[src/rtl/tpg_regs.svh]
// Register offsets, field positions and reset values of the three-port GPIO block
`ifndef TPG_REGS_SVH
`define TPG_REGS_SVH

// Printed offsets are not all multiples of four: indices, byte address = 4 * index
`define TPG_IDX_C_IN      5'h07
`define TPG_IDX_C_DIR     5'h08
`define TPG_IDX_C_OUT     5'h09
`define TPG_IDX_C_PUE     5'h0A
`define TPG_IDX_B_IN      5'h0B
`define TPG_IDX_B_DIR     5'h0C
`define TPG_IDX_B_OUT     5'h0D
`define TPG_IDX_B_PUE     5'h0E
`define TPG_IDX_A_IN      5'h0F
`define TPG_IDX_A_DIR     5'h10
`define TPG_IDX_A_OUT     5'h11
`define TPG_IDX_A_PUE     5'h12
`define TPG_IDX_CTRL      5'h13

`define TPG_WIDTH_A       4'h8
`define TPG_WIDTH_B       4'h4
`define TPG_WIDTH_C       4'h6

`define TPG_MASK_A        8'hFF
`define TPG_MASK_B        8'h0F
`define TPG_MASK_C        8'h3F
`define TPG_MASK_CTRL     8'h07

`define TPG_BIT_BBM_A     0
`define TPG_BIT_BBM_B     1
`define TPG_BIT_BBM_C     2

`define TPG_RST_REG       8'h00

`define TPG_RESP_OKAY     2'h0
`define TPG_RESP_SLVERR   2'h2

`endif

[src/rtl/tpg_pkg.sv]
// Types shared by the three-port GPIO block
package tpg_pkg;
    typedef logic [7:0] tpg_byte_t;
    typedef enum logic [1:0] {
        TPG_PORT_A = 2'h0,
        TPG_PORT_B = 2'h1,
        TPG_PORT_C = 2'h3
    } tpg_port_t;
endpackage : tpg_pkg

[src/rtl/tpg_pin_if.sv]
// Per-port carrier between the register file and a pin driver
interface tpg_pin_if;
    logic [7:0] dir;
    logic [7:0] data;
    logic [7:0] bbm;
    logic [7:0] oe;
    logic [7:0] out;
    modport regs (output dir, output data, output bbm, input oe, input out);
    modport drv  (input dir, input data, input bbm, output oe, output out);
endinterface : tpg_pin_if

[src/rtl/tpg_pin_drv.sv]
// Pin driver of one port with break-before-make delay on turn to output
`include "tpg_regs.svh"

module tpg_pin_drv
    import tpg_pkg::*;
(
    input  wire logic aclk,
    input  wire logic aresetn,
    tpg_pin_if.drv    pins
);
    logic [7:0] dir_prev_q;

    always_ff @(posedge aclk) begin
        if (!aresetn) begin
            dir_prev_q <= `TPG_RST_REG;
        end else begin
            dir_prev_q <= pins.dir;
        end
    end

    // Pin newly turned to output stays tri-state one cycle when bbm is set
    always_comb begin
        pins.oe  = pins.dir & ~(pins.bbm & ~dir_prev_q);
        pins.out = pins.data;
    end
endmodule // tpg_pin_drv

[src/rtl/tpg_gpio_top.sv]
// AXI4-Lite register file and pin control of the three-port GPIO block
//
// Behaviour
// - Control register bits 7:3 read zero and hold nothing.
// - Port C break-before-make: new output pin tri-stated one cycle first.
// - Port B break-before-make: new output pin tri-stated one cycle first.
// - Port A break-before-make: new output pin tri-stated one cycle first.
// - Port A pull-up, data, direction: eight read/write bits, reset zero.
// - Port B registers implement bits 3:0; bits 7:4 read zero.
// - Port C registers implement bits 5:0; bits 7:6 read zero.
// - Input registers show current pin levels; no reset value.
//
// Design decision made here: the AXI4-Lite register port.
`include "tpg_regs.svh"

module tpg_gpio_top
    import tpg_pkg::*;
(
    input  wire logic        aclk,
    input  wire logic        aresetn,
    input  wire logic [6:0]  s_axi_awaddr,
    input  wire logic [2:0]  s_axi_awprot,
    input  wire logic        s_axi_awvalid,
    output logic             s_axi_awready,
    input  wire logic [31:0] s_axi_wdata,
    input  wire logic [3:0]  s_axi_wstrb,
    input  wire logic        s_axi_wvalid,
    output logic             s_axi_wready,
    output logic [1:0]       s_axi_bresp,
    output logic             s_axi_bvalid,
    input  wire logic        s_axi_bready,
    input  wire logic [6:0]  s_axi_araddr,
    input  wire logic [2:0]  s_axi_arprot,
    input  wire logic        s_axi_arvalid,
    output logic             s_axi_arready,
    output logic [31:0]      s_axi_rdata,
    output logic [1:0]       s_axi_rresp,
    output logic             s_axi_rvalid,
    input  wire logic        s_axi_rready,
    input  wire logic [7:0]  port_a_pin_in,
    output logic      [7:0]  port_a_pin_out,
    output logic      [7:0]  port_a_pin_oe,
    output logic      [7:0]  port_a_pullup,
    input  wire logic [3:0]  port_b_pin_in,
    output logic      [3:0]  port_b_pin_out,
    output logic      [3:0]  port_b_pin_oe,
    output logic      [3:0]  port_b_pullup,
    input  wire logic [5:0]  port_c_pin_in,
    output logic      [5:0]  port_c_pin_out,
    output logic      [5:0]  port_c_pin_oe,
    output logic      [5:0]  port_c_pullup
);
    // Register storage, unimplemented bits never written
    tpg_byte_t ctrl_q;
    tpg_byte_t dir_q  [3];
    tpg_byte_t data_q [3];
    tpg_byte_t pue_q  [3];

    // Write channel state
    logic       aw_held_q;
    logic [4:0] aw_idx_q;
    logic       w_held_q;
    logic [7:0] w_byte_q;
    logic       w_lane_q;

    tpg_pin_if pin_a ();
    tpg_pin_if pin_b ();
    tpg_pin_if pin_c ();

    // Implemented-bit mask of a register index; zero means unmapped
    function automatic tpg_byte_t idx_mask(input logic [4:0] idx);
        tpg_byte_t m;
        m = 8'h00;
        case (idx)
            `TPG_IDX_A_IN, `TPG_IDX_A_DIR, `TPG_IDX_A_OUT, `TPG_IDX_A_PUE: m = `TPG_MASK_A;
            `TPG_IDX_B_IN, `TPG_IDX_B_DIR, `TPG_IDX_B_OUT, `TPG_IDX_B_PUE: m = `TPG_MASK_B;
            `TPG_IDX_C_IN, `TPG_IDX_C_DIR, `TPG_IDX_C_OUT, `TPG_IDX_C_PUE: m = `TPG_MASK_C;
            `TPG_IDX_CTRL: m = `TPG_MASK_CTRL;
            default: m = 8'h00;
        endcase
        return m;
    endfunction

    // Valid index range check; only indices 0x07..0x13 exist
    function automatic logic idx_mapped(input logic [4:0] idx);
        return (idx >= `TPG_IDX_C_IN) && (idx <= `TPG_IDX_CTRL);
    endfunction

    // Port of an index, used by writes only to pick the register slot
    function automatic tpg_port_t idx_port(input logic [4:0] idx);
        tpg_port_t p;
        p = TPG_PORT_A;
        if (idx <= `TPG_IDX_C_PUE) begin
            p = TPG_PORT_C;
        end else if (idx <= `TPG_IDX_B_PUE) begin
            p = TPG_PORT_B;
        end
        return p;
    endfunction

    function automatic int port_slot(input tpg_port_t p);
        int s;
        s = 0;
        case (p)
            TPG_PORT_A: s = 0;
            TPG_PORT_B: s = 1;
            TPG_PORT_C: s = 2;
            default:    s = 0;
        endcase
        return s;
    endfunction

    // Write address and data taken in either order
    logic wr_fire;
    assign wr_fire = aw_held_q && w_held_q && !s_axi_bvalid;

    always_ff @(posedge aclk) begin
        if (!aresetn) begin
            aw_held_q     <= 1'b0;
            aw_idx_q      <= 5'h00;
            s_axi_awready <= 1'b0;
        end else begin
            s_axi_awready <= !aw_held_q && !s_axi_awready && s_axi_awvalid;
            if (s_axi_awready && s_axi_awvalid) begin
                aw_held_q <= 1'b1;
                aw_idx_q  <= s_axi_awaddr[6:2];
            end else if (wr_fire) begin
                aw_held_q <= 1'b0;
            end
        end
    end

    always_ff @(posedge aclk) begin
        if (!aresetn) begin
            w_held_q     <= 1'b0;
            w_byte_q     <= 8'h00;
            w_lane_q     <= 1'b0;
            s_axi_wready <= 1'b0;
        end else begin
            s_axi_wready <= !w_held_q && !s_axi_wready && s_axi_wvalid;
            if (s_axi_wready && s_axi_wvalid) begin
                w_held_q <= 1'b1;
                w_byte_q <= s_axi_wdata[7:0];
                w_lane_q <= s_axi_wstrb[0];
            end else if (wr_fire) begin
                w_held_q <= 1'b0;
            end
        end
    end

    // Response waits for both halves; unmapped index answers with an error
    always_ff @(posedge aclk) begin
        if (!aresetn) begin
            s_axi_bvalid <= 1'b0;
            s_axi_bresp  <= `TPG_RESP_OKAY;
        end else if (wr_fire) begin
            s_axi_bvalid <= 1'b1;
            s_axi_bresp  <= idx_mapped(aw_idx_q) ? `TPG_RESP_OKAY : `TPG_RESP_SLVERR;
        end else if (s_axi_bready) begin
            s_axi_bvalid <= 1'b0;
        end
    end

    // Register updates; input registers take no write
    logic      do_wr;
    tpg_byte_t wr_val;
    int        wr_slot;
    assign do_wr   = wr_fire && w_lane_q && idx_mapped(aw_idx_q);
    assign wr_val  = w_byte_q & idx_mask(aw_idx_q);
    assign wr_slot = port_slot(idx_port(aw_idx_q));

    // Control register keeps only the three switching enables
    always_ff @(posedge aclk) begin
        if (!aresetn) begin
            ctrl_q <= `TPG_RST_REG;
        end else if (do_wr && aw_idx_q == `TPG_IDX_CTRL) begin
            ctrl_q <= wr_val;
        end
    end

    // Which per-port register an index selects: 1 direction, 2 data, 3 pull-up
    function automatic logic [1:0] idx_kind(input logic [4:0] idx);
        logic [1:0] k;
        k = 2'h0;
        case (idx)
            `TPG_IDX_A_DIR, `TPG_IDX_B_DIR, `TPG_IDX_C_DIR: k = 2'h1;
            `TPG_IDX_A_OUT, `TPG_IDX_B_OUT, `TPG_IDX_C_OUT: k = 2'h2;
            `TPG_IDX_A_PUE, `TPG_IDX_B_PUE, `TPG_IDX_C_PUE: k = 2'h3;
            default: k = 2'h0;
        endcase
        return k;
    endfunction

    // Direction registers
    always_ff @(posedge aclk) begin
        if (!aresetn) begin
            for (int i = 0; i < 3; i++) begin
                dir_q[i] <= `TPG_RST_REG;
            end
        end else if (do_wr && idx_kind(aw_idx_q) == 2'h1) begin
            dir_q[wr_slot] <= wr_val;
        end
    end

    // Output data registers
    always_ff @(posedge aclk) begin
        if (!aresetn) begin
            for (int i = 0; i < 3; i++) begin
                data_q[i] <= `TPG_RST_REG;
            end
        end else if (do_wr && idx_kind(aw_idx_q) == 2'h2) begin
            data_q[wr_slot] <= wr_val;
        end
    end

    // Pull-up enable registers
    always_ff @(posedge aclk) begin
        if (!aresetn) begin
            for (int i = 0; i < 3; i++) begin
                pue_q[i] <= `TPG_RST_REG;
            end
        end else if (do_wr && idx_kind(aw_idx_q) == 2'h3) begin
            pue_q[wr_slot] <= wr_val;
        end
    end

    // Pin drivers
    assign pin_a.dir  = dir_q[0];
    assign pin_a.data = data_q[0];
    assign pin_a.bbm  = {8{ctrl_q[`TPG_BIT_BBM_A]}};
    assign pin_b.dir  = dir_q[1];
    assign pin_b.data = data_q[1];
    assign pin_b.bbm  = {8{ctrl_q[`TPG_BIT_BBM_B]}};
    assign pin_c.dir  = dir_q[2];
    assign pin_c.data = data_q[2];
    assign pin_c.bbm  = {8{ctrl_q[`TPG_BIT_BBM_C]}};

    tpg_pin_drv u_drv_a (
        .aclk    (aclk),
        .aresetn (aresetn),
        .pins    (pin_a)
    );

    tpg_pin_drv u_drv_b (
        .aclk    (aclk),
        .aresetn (aresetn),
        .pins    (pin_b)
    );

    tpg_pin_drv u_drv_c (
        .aclk    (aclk),
        .aresetn (aresetn),
        .pins    (pin_c)
    );

    // Registered pin outputs, one block per port
    always_ff @(posedge aclk) begin
        if (!aresetn) begin
            port_a_pin_oe  <= 8'h00;
            port_a_pin_out <= 8'h00;
            port_a_pullup  <= 8'h00;
        end else begin
            port_a_pin_oe  <= pin_a.oe;
            port_a_pin_out <= pin_a.out;
            port_a_pullup  <= pue_q[0];
        end
    end

    always_ff @(posedge aclk) begin
        if (!aresetn) begin
            port_b_pin_oe  <= 4'h0;
            port_b_pin_out <= 4'h0;
            port_b_pullup  <= 4'h0;
        end else begin
            port_b_pin_oe  <= pin_b.oe[3:0];
            port_b_pin_out <= pin_b.out[3:0];
            port_b_pullup  <= pue_q[1][3:0];
        end
    end

    always_ff @(posedge aclk) begin
        if (!aresetn) begin
            port_c_pin_oe  <= 6'h00;
            port_c_pin_out <= 6'h00;
            port_c_pullup  <= 6'h00;
        end else begin
            port_c_pin_oe  <= pin_c.oe[5:0];
            port_c_pin_out <= pin_c.out[5:0];
            port_c_pullup  <= pue_q[2][5:0];
        end
    end

    // Read channel
    function automatic tpg_byte_t rd_value(input logic [4:0] idx);
        tpg_byte_t v;
        v = 8'h00;
        case (idx)
            `TPG_IDX_A_IN:  v = port_a_pin_in;
            `TPG_IDX_B_IN:  v = {4'h0, port_b_pin_in};
            `TPG_IDX_C_IN:  v = {2'h0, port_c_pin_in};
            `TPG_IDX_A_DIR: v = dir_q[0];
            `TPG_IDX_A_OUT: v = data_q[0];
            `TPG_IDX_A_PUE: v = pue_q[0];
            `TPG_IDX_B_DIR: v = dir_q[1];
            `TPG_IDX_B_OUT: v = data_q[1];
            `TPG_IDX_B_PUE: v = pue_q[1];
            `TPG_IDX_C_DIR: v = dir_q[2];
            `TPG_IDX_C_OUT: v = data_q[2];
            `TPG_IDX_C_PUE: v = pue_q[2];
            `TPG_IDX_CTRL:  v = ctrl_q;
            default:        v = 8'h00;
        endcase
        return v & idx_mask(idx);
    endfunction

    // Address accepted only while no read data waits
    always_ff @(posedge aclk) begin
        if (!aresetn) begin
            s_axi_arready <= 1'b0;
        end else begin
            s_axi_arready <= !s_axi_arready && !s_axi_rvalid && s_axi_arvalid;
        end
    end

    always_ff @(posedge aclk) begin
        if (!aresetn) begin
            s_axi_rvalid <= 1'b0;
        end else if (s_axi_arready && s_axi_arvalid) begin
            s_axi_rvalid <= 1'b1;
        end else if (s_axi_rready) begin
            s_axi_rvalid <= 1'b0;
        end
    end

    // Read payload captured at the address handshake, held until taken
    always_ff @(posedge aclk) begin
        if (!aresetn) begin
            s_axi_rdata <= 32'h0000_0000;
            s_axi_rresp <= `TPG_RESP_OKAY;
        end else if (s_axi_arready && s_axi_arvalid) begin
            s_axi_rdata <= {24'h00_0000, rd_value(s_axi_araddr[6:2])};
            s_axi_rresp <= idx_mapped(s_axi_araddr[6:2]) ? `TPG_RESP_OKAY : `TPG_RESP_SLVERR;
        end
    end
endmodule // tpg_gpio_top

[config.mk]
export PLATFORM = sky130hd
export DESIGN_NAME = tpg_gpio_top
export DESIGN_NICKNAME = d
export VERILOG_FILES = /design/src/rtl/tpg_pkg.sv /design/src/rtl/tpg_pin_if.sv /design/src/rtl/tpg_pin_drv.sv /design/src/rtl/tpg_gpio_top.sv
export VERILOG_INCLUDE_DIRS = /design/src /design/src/rtl
export SDC_FILE = /design/constraint.sdc
export NUM_CORES = 1
export LEC_CHECK = 0
export BUFFER_PORTS_ARGS = -buffer_cell sky130_fd_sc_hd__buf_4
export CELL_PAD_IN_SITES_DETAIL_PLACEMENT = 1
export CELL_PAD_IN_SITES_GLOBAL_PLACEMENT = 1
export CORE_MARGIN = 5
export CORE_UTILIZATION = 43
export CTS_BUF_LIST = sky130_fd_sc_hd__clkbuf_4
export CTS_CLUSTER_DIAMETER = 60
export DETAILED_ROUTE_END_ITERATION = 12
export PLACE_DENSITY = 0.94
export SYNTH_ARGS = -nofsm -noshare
export SYNTH_HDL_FRONTEND = slang
export SYNTH_HIERARCHICAL = 1
export SYNTH_SLANG_ARGS = --single-unit
[constraint.sdc]
create_clock -name aclk -period 2.5 [get_ports aclk]
set_clock_uncertainty 0.1 [all_clocks]
set_input_delay 0.5 -clock aclk [delete_from_list [all_inputs] [get_ports aclk]]
set_output_delay 0.5 -clock aclk [all_outputs]
set_load 0.005 [all_outputs]
# Word level (Yosys, flattened, before mapping)
# Memory sizes are Yosys's and may differ from the RTL's. A register that Yosys moved wholly into a read port is not among the register bits.
# Cells that the tools add are included.
# word_totals
reg_bits	113
ramBits	72
rom_bits	704
input_bits	81
out_inout_bits	95
word_cells	153
n_memories	8
# classes
magnitude_cmp	6
eq_ne	19
muxes	47
n_bitwise	14
n_reduce_logical	33
# mem_list
name	depth	width	rd	rd_clocked_by_memory_dff	wr	line_no	text
(name not given)	32	8	1	1	0	tpg_gpio_top.sv:74	case (idx)
(name not given)	32	8	1	0	0	tpg_gpio_top.sv:74	
(name not given)	32	2	1	1	0	tpg_gpio_top.sv:185	case (idx)
(name not given)	32	2	1	1	0	tpg_gpio_top.sv:185	
(name not given)	32	2	1	1	0	tpg_gpio_top.sv:185	
data_q	3	8	3	0	3	tpg_gpio_top.sv:56	tpg_byte_t data_q [3];
2 more memories	-	-	-	-	-	-	
# op_table
cell	count
one-hot mux 8 bit (13 select lines)	1
two-way mux 8 bit	7
equality test 5 x 4 -> 1 bit (second input constant)	8
two-way mux 5 bit	8
bitwise AND 8 bit	4
equality test 5 bit (second input constant)	5
OR reduction 8 bit	3
two-way mux 1 bit	21
logical AND 1 bit	19
two-way mux 2 bit	9
inverter 8 bit	2
bitwise AND 6 bit	2
inverter 6 bit	2
greater-or-equal comparator 5 x 3 -> 1 bit (second input constant)	2
less-or-equal comparator 5 x 4 -> 1 bit (second input constant)	2
less-or-equal comparator 5 bit (second input constant)	2
bitwise AND 4 bit	2
inverter 4 bit	2
nonzero test 2 bit	4
zero test 1 bit	7
equality test 2 bit (second input constant)	3
equality test 5 x 3 -> 1 bit (second input constant)	1
equality test 2 x 1 -> 1 bit (second input constant)	2
one-hot mux 2 bit (2 select lines)	1

# Longest topological paths before layout
# Gate-level depths: netlist (run 1).
# depth
depth_word	10
mapped_depth	9
depth_no_buf	8

# By module
# Netlist (run 1), hierarchy kept.
# by_module_without_submodules
module	instances	cells_per_inst	area_per_inst_um2	seq_area_each_um2
tpg_gpio_top	1	666	6985.4	4144.0
tpg_pin_drv	3	40	360.3	160.2

# Least setup slack after synthesis (run 1)
# No wires, ideal clock.
# synth_path
kind	input -> register
start	input aresetn
end	register with a tool-made name
t_arrival_ns	2.031
t_required_ns	2.285
path_slack_ns	0.254
stages	8
path_cell_list	clkbuf_1 > inv_1 > buf_1 > a21oi_1 > ha_1 > ha_1 > nor3_1 > o21ba_2
# synth_rtl
item	line_no	text
start: declaration	tpg_gpio_top.sv:20	input wire logic aresetn,

==> run metrics, run 1 <==
status=finished clean; Avg Inst Size Synth=10.3 um2; grt ovf=0; Initial Util=0.435; Least-Margin Pin Slew=0.754 ns; CP required=2.65 ns; Core Area=17900 um2; r2r worst-path depth=4; IO Pins=176; gpl congestion=0.920; HPWL Detailed=16400 um; largest net degree at the start of global routing=87; first-pass GRT wire length=33800 um; hold path cells=3; max-slew violations=0; Site Rows=49; drt pass-1 iters=6; Fmax achieved=0.444 GHz; Hold Path Sink=w_lane_q$_SDFFE_PN0P_; Tcrit/Tclk final=0.900; Remaining DRCs=0; HP Start=s_axi_wstrb[0]; worst hold path type=in -> reg; final antenna-violating net count=0; Synth Cell Area=7800 um2; CP Data Arrival Time=2.40 ns; Die H=145 um; WL final=22200 um; CTS Hold Bufs=0; commonest non-fill, non-tap cell in the layout=buf_4; post-route minimum period=2.25 ns; Worst-Skew Late Latency=0.58 ns; Synth Warn #=6; Die ar.=20900 um2; RSZ-0062 raised after global routing=false; CTS resizes=0; r2r startpoint=aw_idx_q[4]$_SDFFE_PN0N_; pre-CTS setup slack=0.225 ns; P_leak=3.50 nW; I/O Buffers=112; Area growth syn-to-layout=15.2%; Die X=145 um; vias in the first global route=6315; post-route setup TNS=0 ns; setup ws final=0.250 ns; critical path type=reg -> reg; commonest non-fill, non-tap cells in the layout=buf_4, dfxtp_1, nor2_1, and2_1, edfxtp_1; CTS max path bufs=2; CTS tree=built; max-cap violation count=0; CP Launch Type=flip-flop; Crit. End Element=flip-flop; final setup fails=0; Reg2Reg Setup Slack=0.25 ns; share of layout cells above drive strength 1=0.209; cells after synthesis=756; Slew headroom=0.498; overall routing resource usage=0.214; initial antenna violation count=1; FF-to-FF End=dir_q[0][6]$_SDFFCE_PN0P_; htree depth=4; setup bufs post-CTS=0; maximum VDD drop=0.290 mV; Root Buffer Master=clkbuf_4; # clock sinks=189; drt initial violations=552; total CTS buffers=17; clk slew on worst S/H paths=0.16 ns; Via Count=5915; PD cells=601 nW/um2; crit-path max FO=9; final hold violations=0; Total Nets Final=943; routed len/inst=20.2 um; vias per cell=5.38
-- worst max-delay path, stage by stage, from the launching register on --
cell and delay, ns:
dfxtp_1 0.45, or3b_1 0.42, o21ai_0 0.17, nand2_1 0.35
nand2_1 0.43
-- flip-flops by register name (all words and copies together) (netlist names), 5 cells and up, named ones only --
signal and flops:
port_a_pin_oe 8, port_a_pin_out 8, port_c_pullup 6, port_a_pullup 8, port_c_pin_out 6, pue_q 24, u_drv_a/dir_prev_q 8, port_c_pin_oe 6
u_drv_c/dir_prev_q 6, s_axi_rdata 8, aw_idx_q 5, w_byte_q 8, dir_q 24, ctrl_q 8, data_q 24
-- per-layer routing --
layer	vias to the layer above	track usage	wire [um]
li1	2709	-	-
met1	2898	0.258	8830
met2	261	0.373	11100
met3	47	0.0516	1630
met4	0	0.0776	644
met5	-	0	0
-- power breakdown --
| part | switching (mW) | total [mW] | internal [mW] |
|---|---|---|---|
| Combinational | 0.238 | 0.430 | 0.192 |
| Sequential | 0.0560 | 3.35 | 3.29 |
| Clock | 1.08 | 1.62 | 0.544 |
-- worst max path at each step --
| stage | startpoint | to | depth (start not counted) |
|---|---|---|---|
| after floorplan | aresetn | flip-flop | 8 |
| after global placement | s_axi_araddr[3] | s_axi_rdata[2]$_SDFFE_PN0P_ | 6 |
| after detailed placement | s_axi_araddr[3] | s_axi_rdata[2]$_SDFFE_PN0P_ | 6 |
| after CTS | aw_idx_q[4]$_SDFFE_PN0N_ | dir_q[0][6]$_SDFFCE_PN0P_ | 4 |
| final | aw_idx_q[4]$_SDFFE_PN0N_ | dir_q[0][6]$_SDFFCE_PN0P_ | 4 |
| after global routing | aw_idx_q[4]$_SDFFE_PN0N_ | dir_q[0][7]$_SDFFCE_PN0P_ | 4 |
-- cell type report --
class	instances	area, um2
clock inverter	13	131
multi-input combinational	485	2780
antenna	1	2.50
timing repair buffer	134	1020
fill	2037	8920
sequential	189	4500
clock buffer	19	143
tap	229	287
inverter	30	113
-- stage by stage --
stage	area [um2]	total power, mW	hold slack (ns)	utilization	cells
finish	8980	5.40	0.0578	0.502	1100
global route	8980	5.62	0.00804	0.502	1100
CTS	8980	5.44	0.0183	0.501	1099
detailed placement	8700	3.84	0.353	0.486	1067
global placement	8700	3.81	0.343	0.486	1067
floorplan	7890	3.65	0.337	-	781
No activity file was read; power rests on OpenSTA's default activity.
==> run 2, diff against run 1 <==
- CORE_UTILIZATION: 43 -> 39
- PLACE_DENSITY: 0.94 -> 0.91
- SYNTH_HIERARCHICAL: 1 -> default
- clock period: 2.5 -> 2 ns (I/O delays scaled with it)
==> run metrics, run 2 <==
CP required=2.21 ns (-0.44 ns); max-cap violation count=0 (unchanged); drt initial violations=417 (-24%); P_leak=3.68 nW (+5.1%); HPWL Detailed=17000 um (+3.9%); Fmax achieved=0.524 GHz (+18%); Synth area leader=dfxtp_1; Least-Margin Pin Slew=0.668 ns (-0.0856 ns); complex-gate fraction of the synthesized area=0.108; Area growth syn-to-layout=24.8%; Distinct cells, synth=57; Die H=149 um (+3.3%); setup bufs post-CTS=0 (unchanged); sequential-to-total area share from yosys stat=0.595; Worst-Skew Late Latency=0.58 ns (about the same); post-route minimum period=1.91 ns (-0.340 ns); largest family of logic cells by synthesized area=simple AND/OR/NAND/NOR gates; first-pass GRT wire length=34900 um (+3.1%); Post-synth EDFFs=72; post-synthesis simple-gate area fraction=0.190; post-route setup TNS=0 ns (unchanged); Top Registers=data_q x24, dir_q x24, pue_q x24; Root Buffer Master=clkbuf_4; Via Count=5970 (+0.93%); Tcrit/Tclk final=0.955 (+0.0549); CTS max path bufs=2 (unchanged); max-slew violations=0 (unchanged); finished layout cell area=9450 um2 (+5.3%); Top delay family on crit path=simple AND/OR/NAND/NOR gates; post-synthesis xor/xnor area fraction=0.00116; # clock sinks=189 (unchanged); IO Pins=176 (unchanged); PD cells=734 nW/um2 (+22%); initial antenna violation count=1 (unchanged); cells after synthesis=713 (-5.7%); Synth Warn #=0 (-6); clk slew on worst S/H paths=0.16 ns (about the same); share of layout cells above drive strength 1=0.256 (+0.0466); crit-path max FO=8 (-1); largest net degree at the start of global routing=68 (-22%); Area after DPL=8960 um2 (+2.9%); maximum VDD drop=0.358 mV (+23%); overall routing resource usage=0.205 (-0.00879); Total Nets Final=972 (+3.1%); final antenna-violating net count=0 (unchanged); dominant synthesized flop cell=dfxtp_1; commonest non-fill, non-tap cell in the layout=buf_4; largest cells by area after synthesis=dfxtp_1, edfxtp_1, and2_1; Async SR Flop Fraction=0; WL final=22700 um (+2.2%); gpl congestion=0.947 (+2.9%); final hold violations=0 (unchanged); status=finished clean; most used cell, CP=nand2_1; Slowest-stage cell, CP=dfxtp_1; CP Data Arrival Time=2.12 ns (-0.28 ns); grt ovf=0 (unchanged); commonest non-fill, non-tap cells in the layout=buf_4, dfxtp_1, nor2_1, nand2_1, edfxtp_1; synth cell count leaders=dfxtp_1, nor2_1, nand2_1; CP Cell Sequence=nand3b_1 > nor2_1 > and3_1 > buf_4 > nand2_1 > nand2_1 > buf_12; worst hold path type=in -> reg; Site Rows=51 (+4.1%); Yosys top cell area share=0.309; Core Area=19300 um2 (+7.6%); synthesized-area fraction occupied by adder cells=0.00826; Critical Path Max Stage Delay=0.38 ns (-0.07 ns); Avg Inst Size Synth=10.6 um2 (+3.0%); critical path type=reg -> reg; Crit. End Element=flip-flop; Synth Cell Area=7570 um2 (-2.9%); I/O Buffers=112 (unchanged); Die X=149 um (+3.3%); vias per cell=5.12 (-4.8%); total CTS buffers=17 (unchanged); routed len/inst=19.5 um (-3.6%); final setup fails=0 (unchanged); htree depth=4 (unchanged); Initial Util=0.393 (-0.0425); CP Launch Type=flip-flop; Remaining DRCs=0 (unchanged); Slew headroom=0.554 (+0.0560); FF+latch count, synth=189; Die ar.=22300 um2 (+6.6%); vias in the first global route=6292 (-0.36%); CTS tree=built; drt pass-1 iters=5 (-1); most common cell in the netlist=dfxtp_1; Buf/Inv on CP=2 (+2); post-synthesis mux area share=0.0418
## run 2: cell count changes in the layout (fill, tap and decap cells not counted), moves of 10 or more
cell and delta:
a21boi_0 -18, and2_1 -18, buf_4 +36, dlygate4sd3_1 +17, inv_1 -18, nand2_1 +12, nor2_1 -10, o21a_1 +20
## run 2: repair_timing
action	CTS	global route
endpoints found under the setup margin	0	35
hold buffers	17	0
endpoints found under the hold margin	17	0
gates resized for setup	0	7
## run 2: kinds of logic (layout without fill, tap and decap cells)
group,after synthesis,after routing
XOR/XNOR,1,1
multiplexers,28,28
buffers and inverters,73,234
AO/OA/AOI/OAI,125,125
other,1,28
flip-flops,189,189
adder cells (fa/ha/maj),5,5
AND/OR/NAND/NOR,291,291
## run 2: worst paths after layout
kind	slack, ns	end	cells after the start	start
worst min-delay path	0.12	aw_idx_q[3]$_SDFFE_PN0N_	4	s_axi_awaddr[5]
worst min register to register	0.35	port_c_pin_oe[5]$_SDFF_PN0_	1	u_drv_c.dir_prev_q[5]$_SDFF_PN0_
worst max-delay path	0.09	data_q[2][2]$_SDFFCE_PN0P_	7	s_axi_bvalid$_SDFFE_PN0P_
worst max register to register	0.09	data_q[2][2]$_SDFFCE_PN0P_	7	s_axi_bvalid$_SDFFE_PN0P_
## run 2: routing by layer
layer	share of wire	vias up	GRT usage
li1	-	2771	-
met5	0	-	0
met4	0.034	0	0.0755
met1	0.40	2914	0.253
met3	0.060	51	0.0428
met2	0.50	234	0.355
## run 2: tightest hold or removal path, stage by stage
cell and delay [ns]:
buf_4 0.11, nand3_1 0.05, a21oi_1 0.07, buf_4 0.15
## run 2: layout make-up
class / instances / area, um2
Sequential cell: 189 / 4510
Clock buffer: 18 / 135
Clock inverter: 14 / 160
Tap cell: 265 / 332
Timing Repair Buffer: 189 / 1500
Inverter: 13 / 48.8
Multi-Input combinational cell: 476 / 2770
Antenna cell: 2 / 5.00
Fill cell: 2184 / 9820
## run 2: power by group
group / switching [mW] / leakage [nW] / internal, mW
Clock: 1.36 / 0.153 / 0.781
Sequential: 0.0689 / 1.70 / 4.11
Combinational: 0.319 / 1.82 / 0.299
Total: 1.74 / 3.68 / 5.19
## run 2: through the flow
| stage | hold WS [ns] | power, mW | setup WS [ns] | std cells | util |
|---|---|---|---|---|---|
| floorplan | 0.305 | 4.56 | 0.129 | 738 | - |
| global placement | 0.311 | 4.83 | -0.0780 | 1115 | 0.465 |
| detailed placement | 0.316 | 4.85 | -0.0540 | 1115 | 0.465 |
| CTS | 0.0655 | 6.98 | 0.0181 | 1164 | 0.489 |
| global route | 0.0867 | 7.22 | -0.00184 | 1166 | 0.490 |
| finish | 0.124 | 6.93 | 0.0900 | 1166 | 0.490 |
==> run 3, diff against run 2 <==
--- a/config.mk
+++ b/config.mk
@@ -8,2 +8,3 @@
 export LEC_CHECK = 0
+export ABC_AREA = 1
 export BUFFER_PORTS_ARGS = -buffer_cell sky130_fd_sc_hd__buf_4
@@ -12,3 +13,3 @@
 export CORE_MARGIN = 5
-export CORE_UTILIZATION = 39
+export CORE_UTILIZATION = 37
 export CTS_BUF_LIST = sky130_fd_sc_hd__clkbuf_4
@@ -16,3 +17,3 @@
 export DETAILED_ROUTE_END_ITERATION = 12
-export PLACE_DENSITY = 0.91
+export PLACE_DENSITY = 0.89
 export SYNTH_ARGS = -nofsm -noshare
--- a/constraint.sdc
+++ b/constraint.sdc
@@ -4,2 +4,2 @@
 set_output_delay 0.4 -clock aclk [all_outputs]
-set_load 0.005 [all_outputs]
+set_load 0.01 [all_outputs]
==> run metrics, run 3 <==
status=finished clean; setup ws final=0.0943 ns (+0.00429 ns); final core occ=0.459 (-0.0312); clk slew on worst S/H paths=0.14 ns (-0.02 ns); finished layout cell area=9320 um2 (-1.4%); RSZ-0062 raised after global routing=false; commonest non-fill, non-tap cell in the layout=nand2_1; routed len/inst=16.7 um (-14%); worst hold path type=in -> reg; Via Count=6323 (+5.9%); total CTS buffers=17 (unchanged); Core Area=20300 um2 (+5.3%); Root Buffer Master=clkbuf_4; most common cell in the netlist=nand2_1; gpl congestion=0.813 (-14%); Remaining DRCs=0 (unchanged); Yosys top cell area share=0.306 (-0.00339); Least-Margin Pin Slew=0.658 ns (-0.00994 ns); CTS tree=built; Top Registers=data_q x24, dir_q x24, pue_q x24; met2 wire len=10900 um (-4.5%); WL final=22000 um (-3.2%); initial antenna violation count=0 (-1); vias in the first global route=6728 (+6.9%); HPWL Detailed=16600 um (-2.3%); Tcrit/Tclk final=0.953 (-0.00215); detailed-routed wire length on met3=1380 um (+0.44%); drt pass-1 iters=5 (unchanged); Area after DPL=8870 um2 (-0.94%); Site Rows=52 (+2.0%); post-route setup TNS=0 ns (unchanged); antenna cells=0 (-2); Total Nets Final=1120 (+15%); htree depth=4 (unchanged); sequential-to-total area share from yosys stat=0.588 (-0.00651); drt initial violations=330 (-21%); Avg Inst Size Synth=8.70 um2 (-18%); Async SR Flop Fraction=0 (unchanged); dominant synthesized flop cell=dfxtp_1; Synth Warn #=0 (unchanged); max-cap violation count=0 (unchanged); Crit. End Element=flip-flop; share of layout cells above drive strength 1=0.212 (-0.0436); Top delay family on crit path=simple AND/OR/NAND/NOR gates; M1 WL=9050 um (-1.2%); synth cell count leaders=nand2_1, nor2_1, dfxtp_1; Synth area leader=dfxtp_1; CP Launch Type=flip-flop; P_leak=4.50 nW (+22%); max-slew violations=0 (unchanged); Die H=154 um (+3.0%); crit-path max FO=8 (unchanged); Post-synth EDFFs=72 (unchanged); commonest non-fill, non-tap cells in the layout=nand2_1, nor2_1, buf_4, dfxtp_1, inv_1; Critical Path Max Stage Delay=0.39 ns (about the same); Area growth syn-to-layout=21.7%; # clock sinks=189 (unchanged); largest net degree at the start of global routing=57 (-16%); PD cells=741 nW/um2 (+0.96%); Initial Util=0.377 (-0.0158); FF+latch count, synth=189 (unchanged); IO Pins=176 (unchanged); largest cells by area after synthesis=dfxtp_1, edfxtp_1, nand2_1; post-route minimum period=1.91 ns (-0.00429 ns); overall routing resource usage=0.187 (-0.0188); setup bufs post-CTS=0 (unchanged); final hold violations=0 (unchanged); Die ar.=23700 um2 (+6.1%); CP Data Arrival Time=2.05 ns (-0.07 ns); cells after synthesis=880 (+23%); Die X=154 um (+3.0%); Distinct cells, synth=32 (-44%); vias per cell=4.80 (-6.2%); I/O Buffers=112 (unchanged); Buf/Inv on CP=2 (unchanged); CP Cell Sequence=nand2_1 > nor2_2 > inv_1 > nor2_2 > nand2_2 > inv_4 > nand4_2 > nand2_1; final setup fails=0 (unchanged); Worst-Skew Late Latency=0.58 ns (about the same); Slowest-stage cell, CP=dfxtp_1; Synth Cell Area=7660 um2 (+1.1%); final antenna-violating net count=0 (unchanged); CTS max path bufs=2 (unchanged); Fin Hold WS=0.0312 ns (-0.0929 ns); first-pass GRT wire length=35000 um (+0.48%); critical path type=reg -> reg; max layer used=met4; Fmax achieved=0.525 GHz (+0.23%); grt ovf=0 (unchanged); Slew headroom=0.560 (+0.00664); pre-CTS setup slack=-0.0693 ns (-0.0154 ns); CP required=2.15 ns (-0.06 ns); maximum VDD drop=0.456 mV (+27%)
==> run 3: per-layer routing <==
| metal | vias to the layer above | track usage |
|---|---|---|
| li1 | 3043 | - |
| met3 | 47 | 0.0413 |
| met5 | - | 0 |
| met1 | 3015 | 0.226 |
| met4 | 0 | 0.0673 |
| met2 | 218 | 0.326 |
==> run 3: path summary, 6_finish.rpt <==
kind                                    startpoint                          end  slack (ns)  cells after the start
hold reg to reg   u_drv_a.dir_prev_q[1]$_SDFF_PN0_  port_a_pin_oe[1]$_SDFF_PN0_        0.37                      2
setup / recovery            aw_held_q$_SDFFE_PN0P_    dir_q[0][2]$_SDFFCE_PN0P_        0.09                      8
setup reg to reg            aw_held_q$_SDFFE_PN0P_    dir_q[0][2]$_SDFFCE_PN0P_        0.09                      8
hold / removal                     s_axi_awaddr[3]     aw_idx_q[1]$_SDFFE_PN0N_        0.03                      3
==> run 3: power breakdown <==
part	total, mW	internal (mW)	leakage [nW]	switching [mW]
registers	4.19	4.12	1.70	0.0689
logic	0.592	0.230	2.64	0.362
clock network	2.13	0.877	0.156	1.25
==> run 3: cells by family after synthesis <==
group	Yosys count	share of synthesized area
and+or+nand+nor	488	0.278
other	1	0.000490
adders and majority gates	5	0.00817
buffers and inverters	143	0.0879
DFF	189	0.588
AOI/OAI and AO/OA	54	0.0374
==> run 3: area by class of cell <==
cell class	instances	area, um2
sequential	189	4500
inverter	95	360
timing repair buffer	158	1250
multi-input combinational	573	2600
fill	2443	11000
clock buffer	20	150
tap	270	338
clock inverter	11	125
==> run 3: repair_timing <==
action / CTS / global route
hold buffers: 15 / 0
gates cloned: 0 / 0
endpoints found under the hold margin: 15 / 0
gates resized for setup: 3 / 6
pin swaps: 0 / 0
setup endpoints to repair: 23 / 35
==> run 3: tightest hold or removal path: stages <==
cell and delay [ns]:
buf_4 0.08, nor2_1 0.05, nor3_1 0.14
==> run 3: stage by stage <==
stage	power (mW)	cells
final	6.91	1316
after floorplan	4.58	905
after detailed placement	4.83	1270
after global routing	7.19	1316
after CTS	6.93	1316
after global placement	4.81	1270
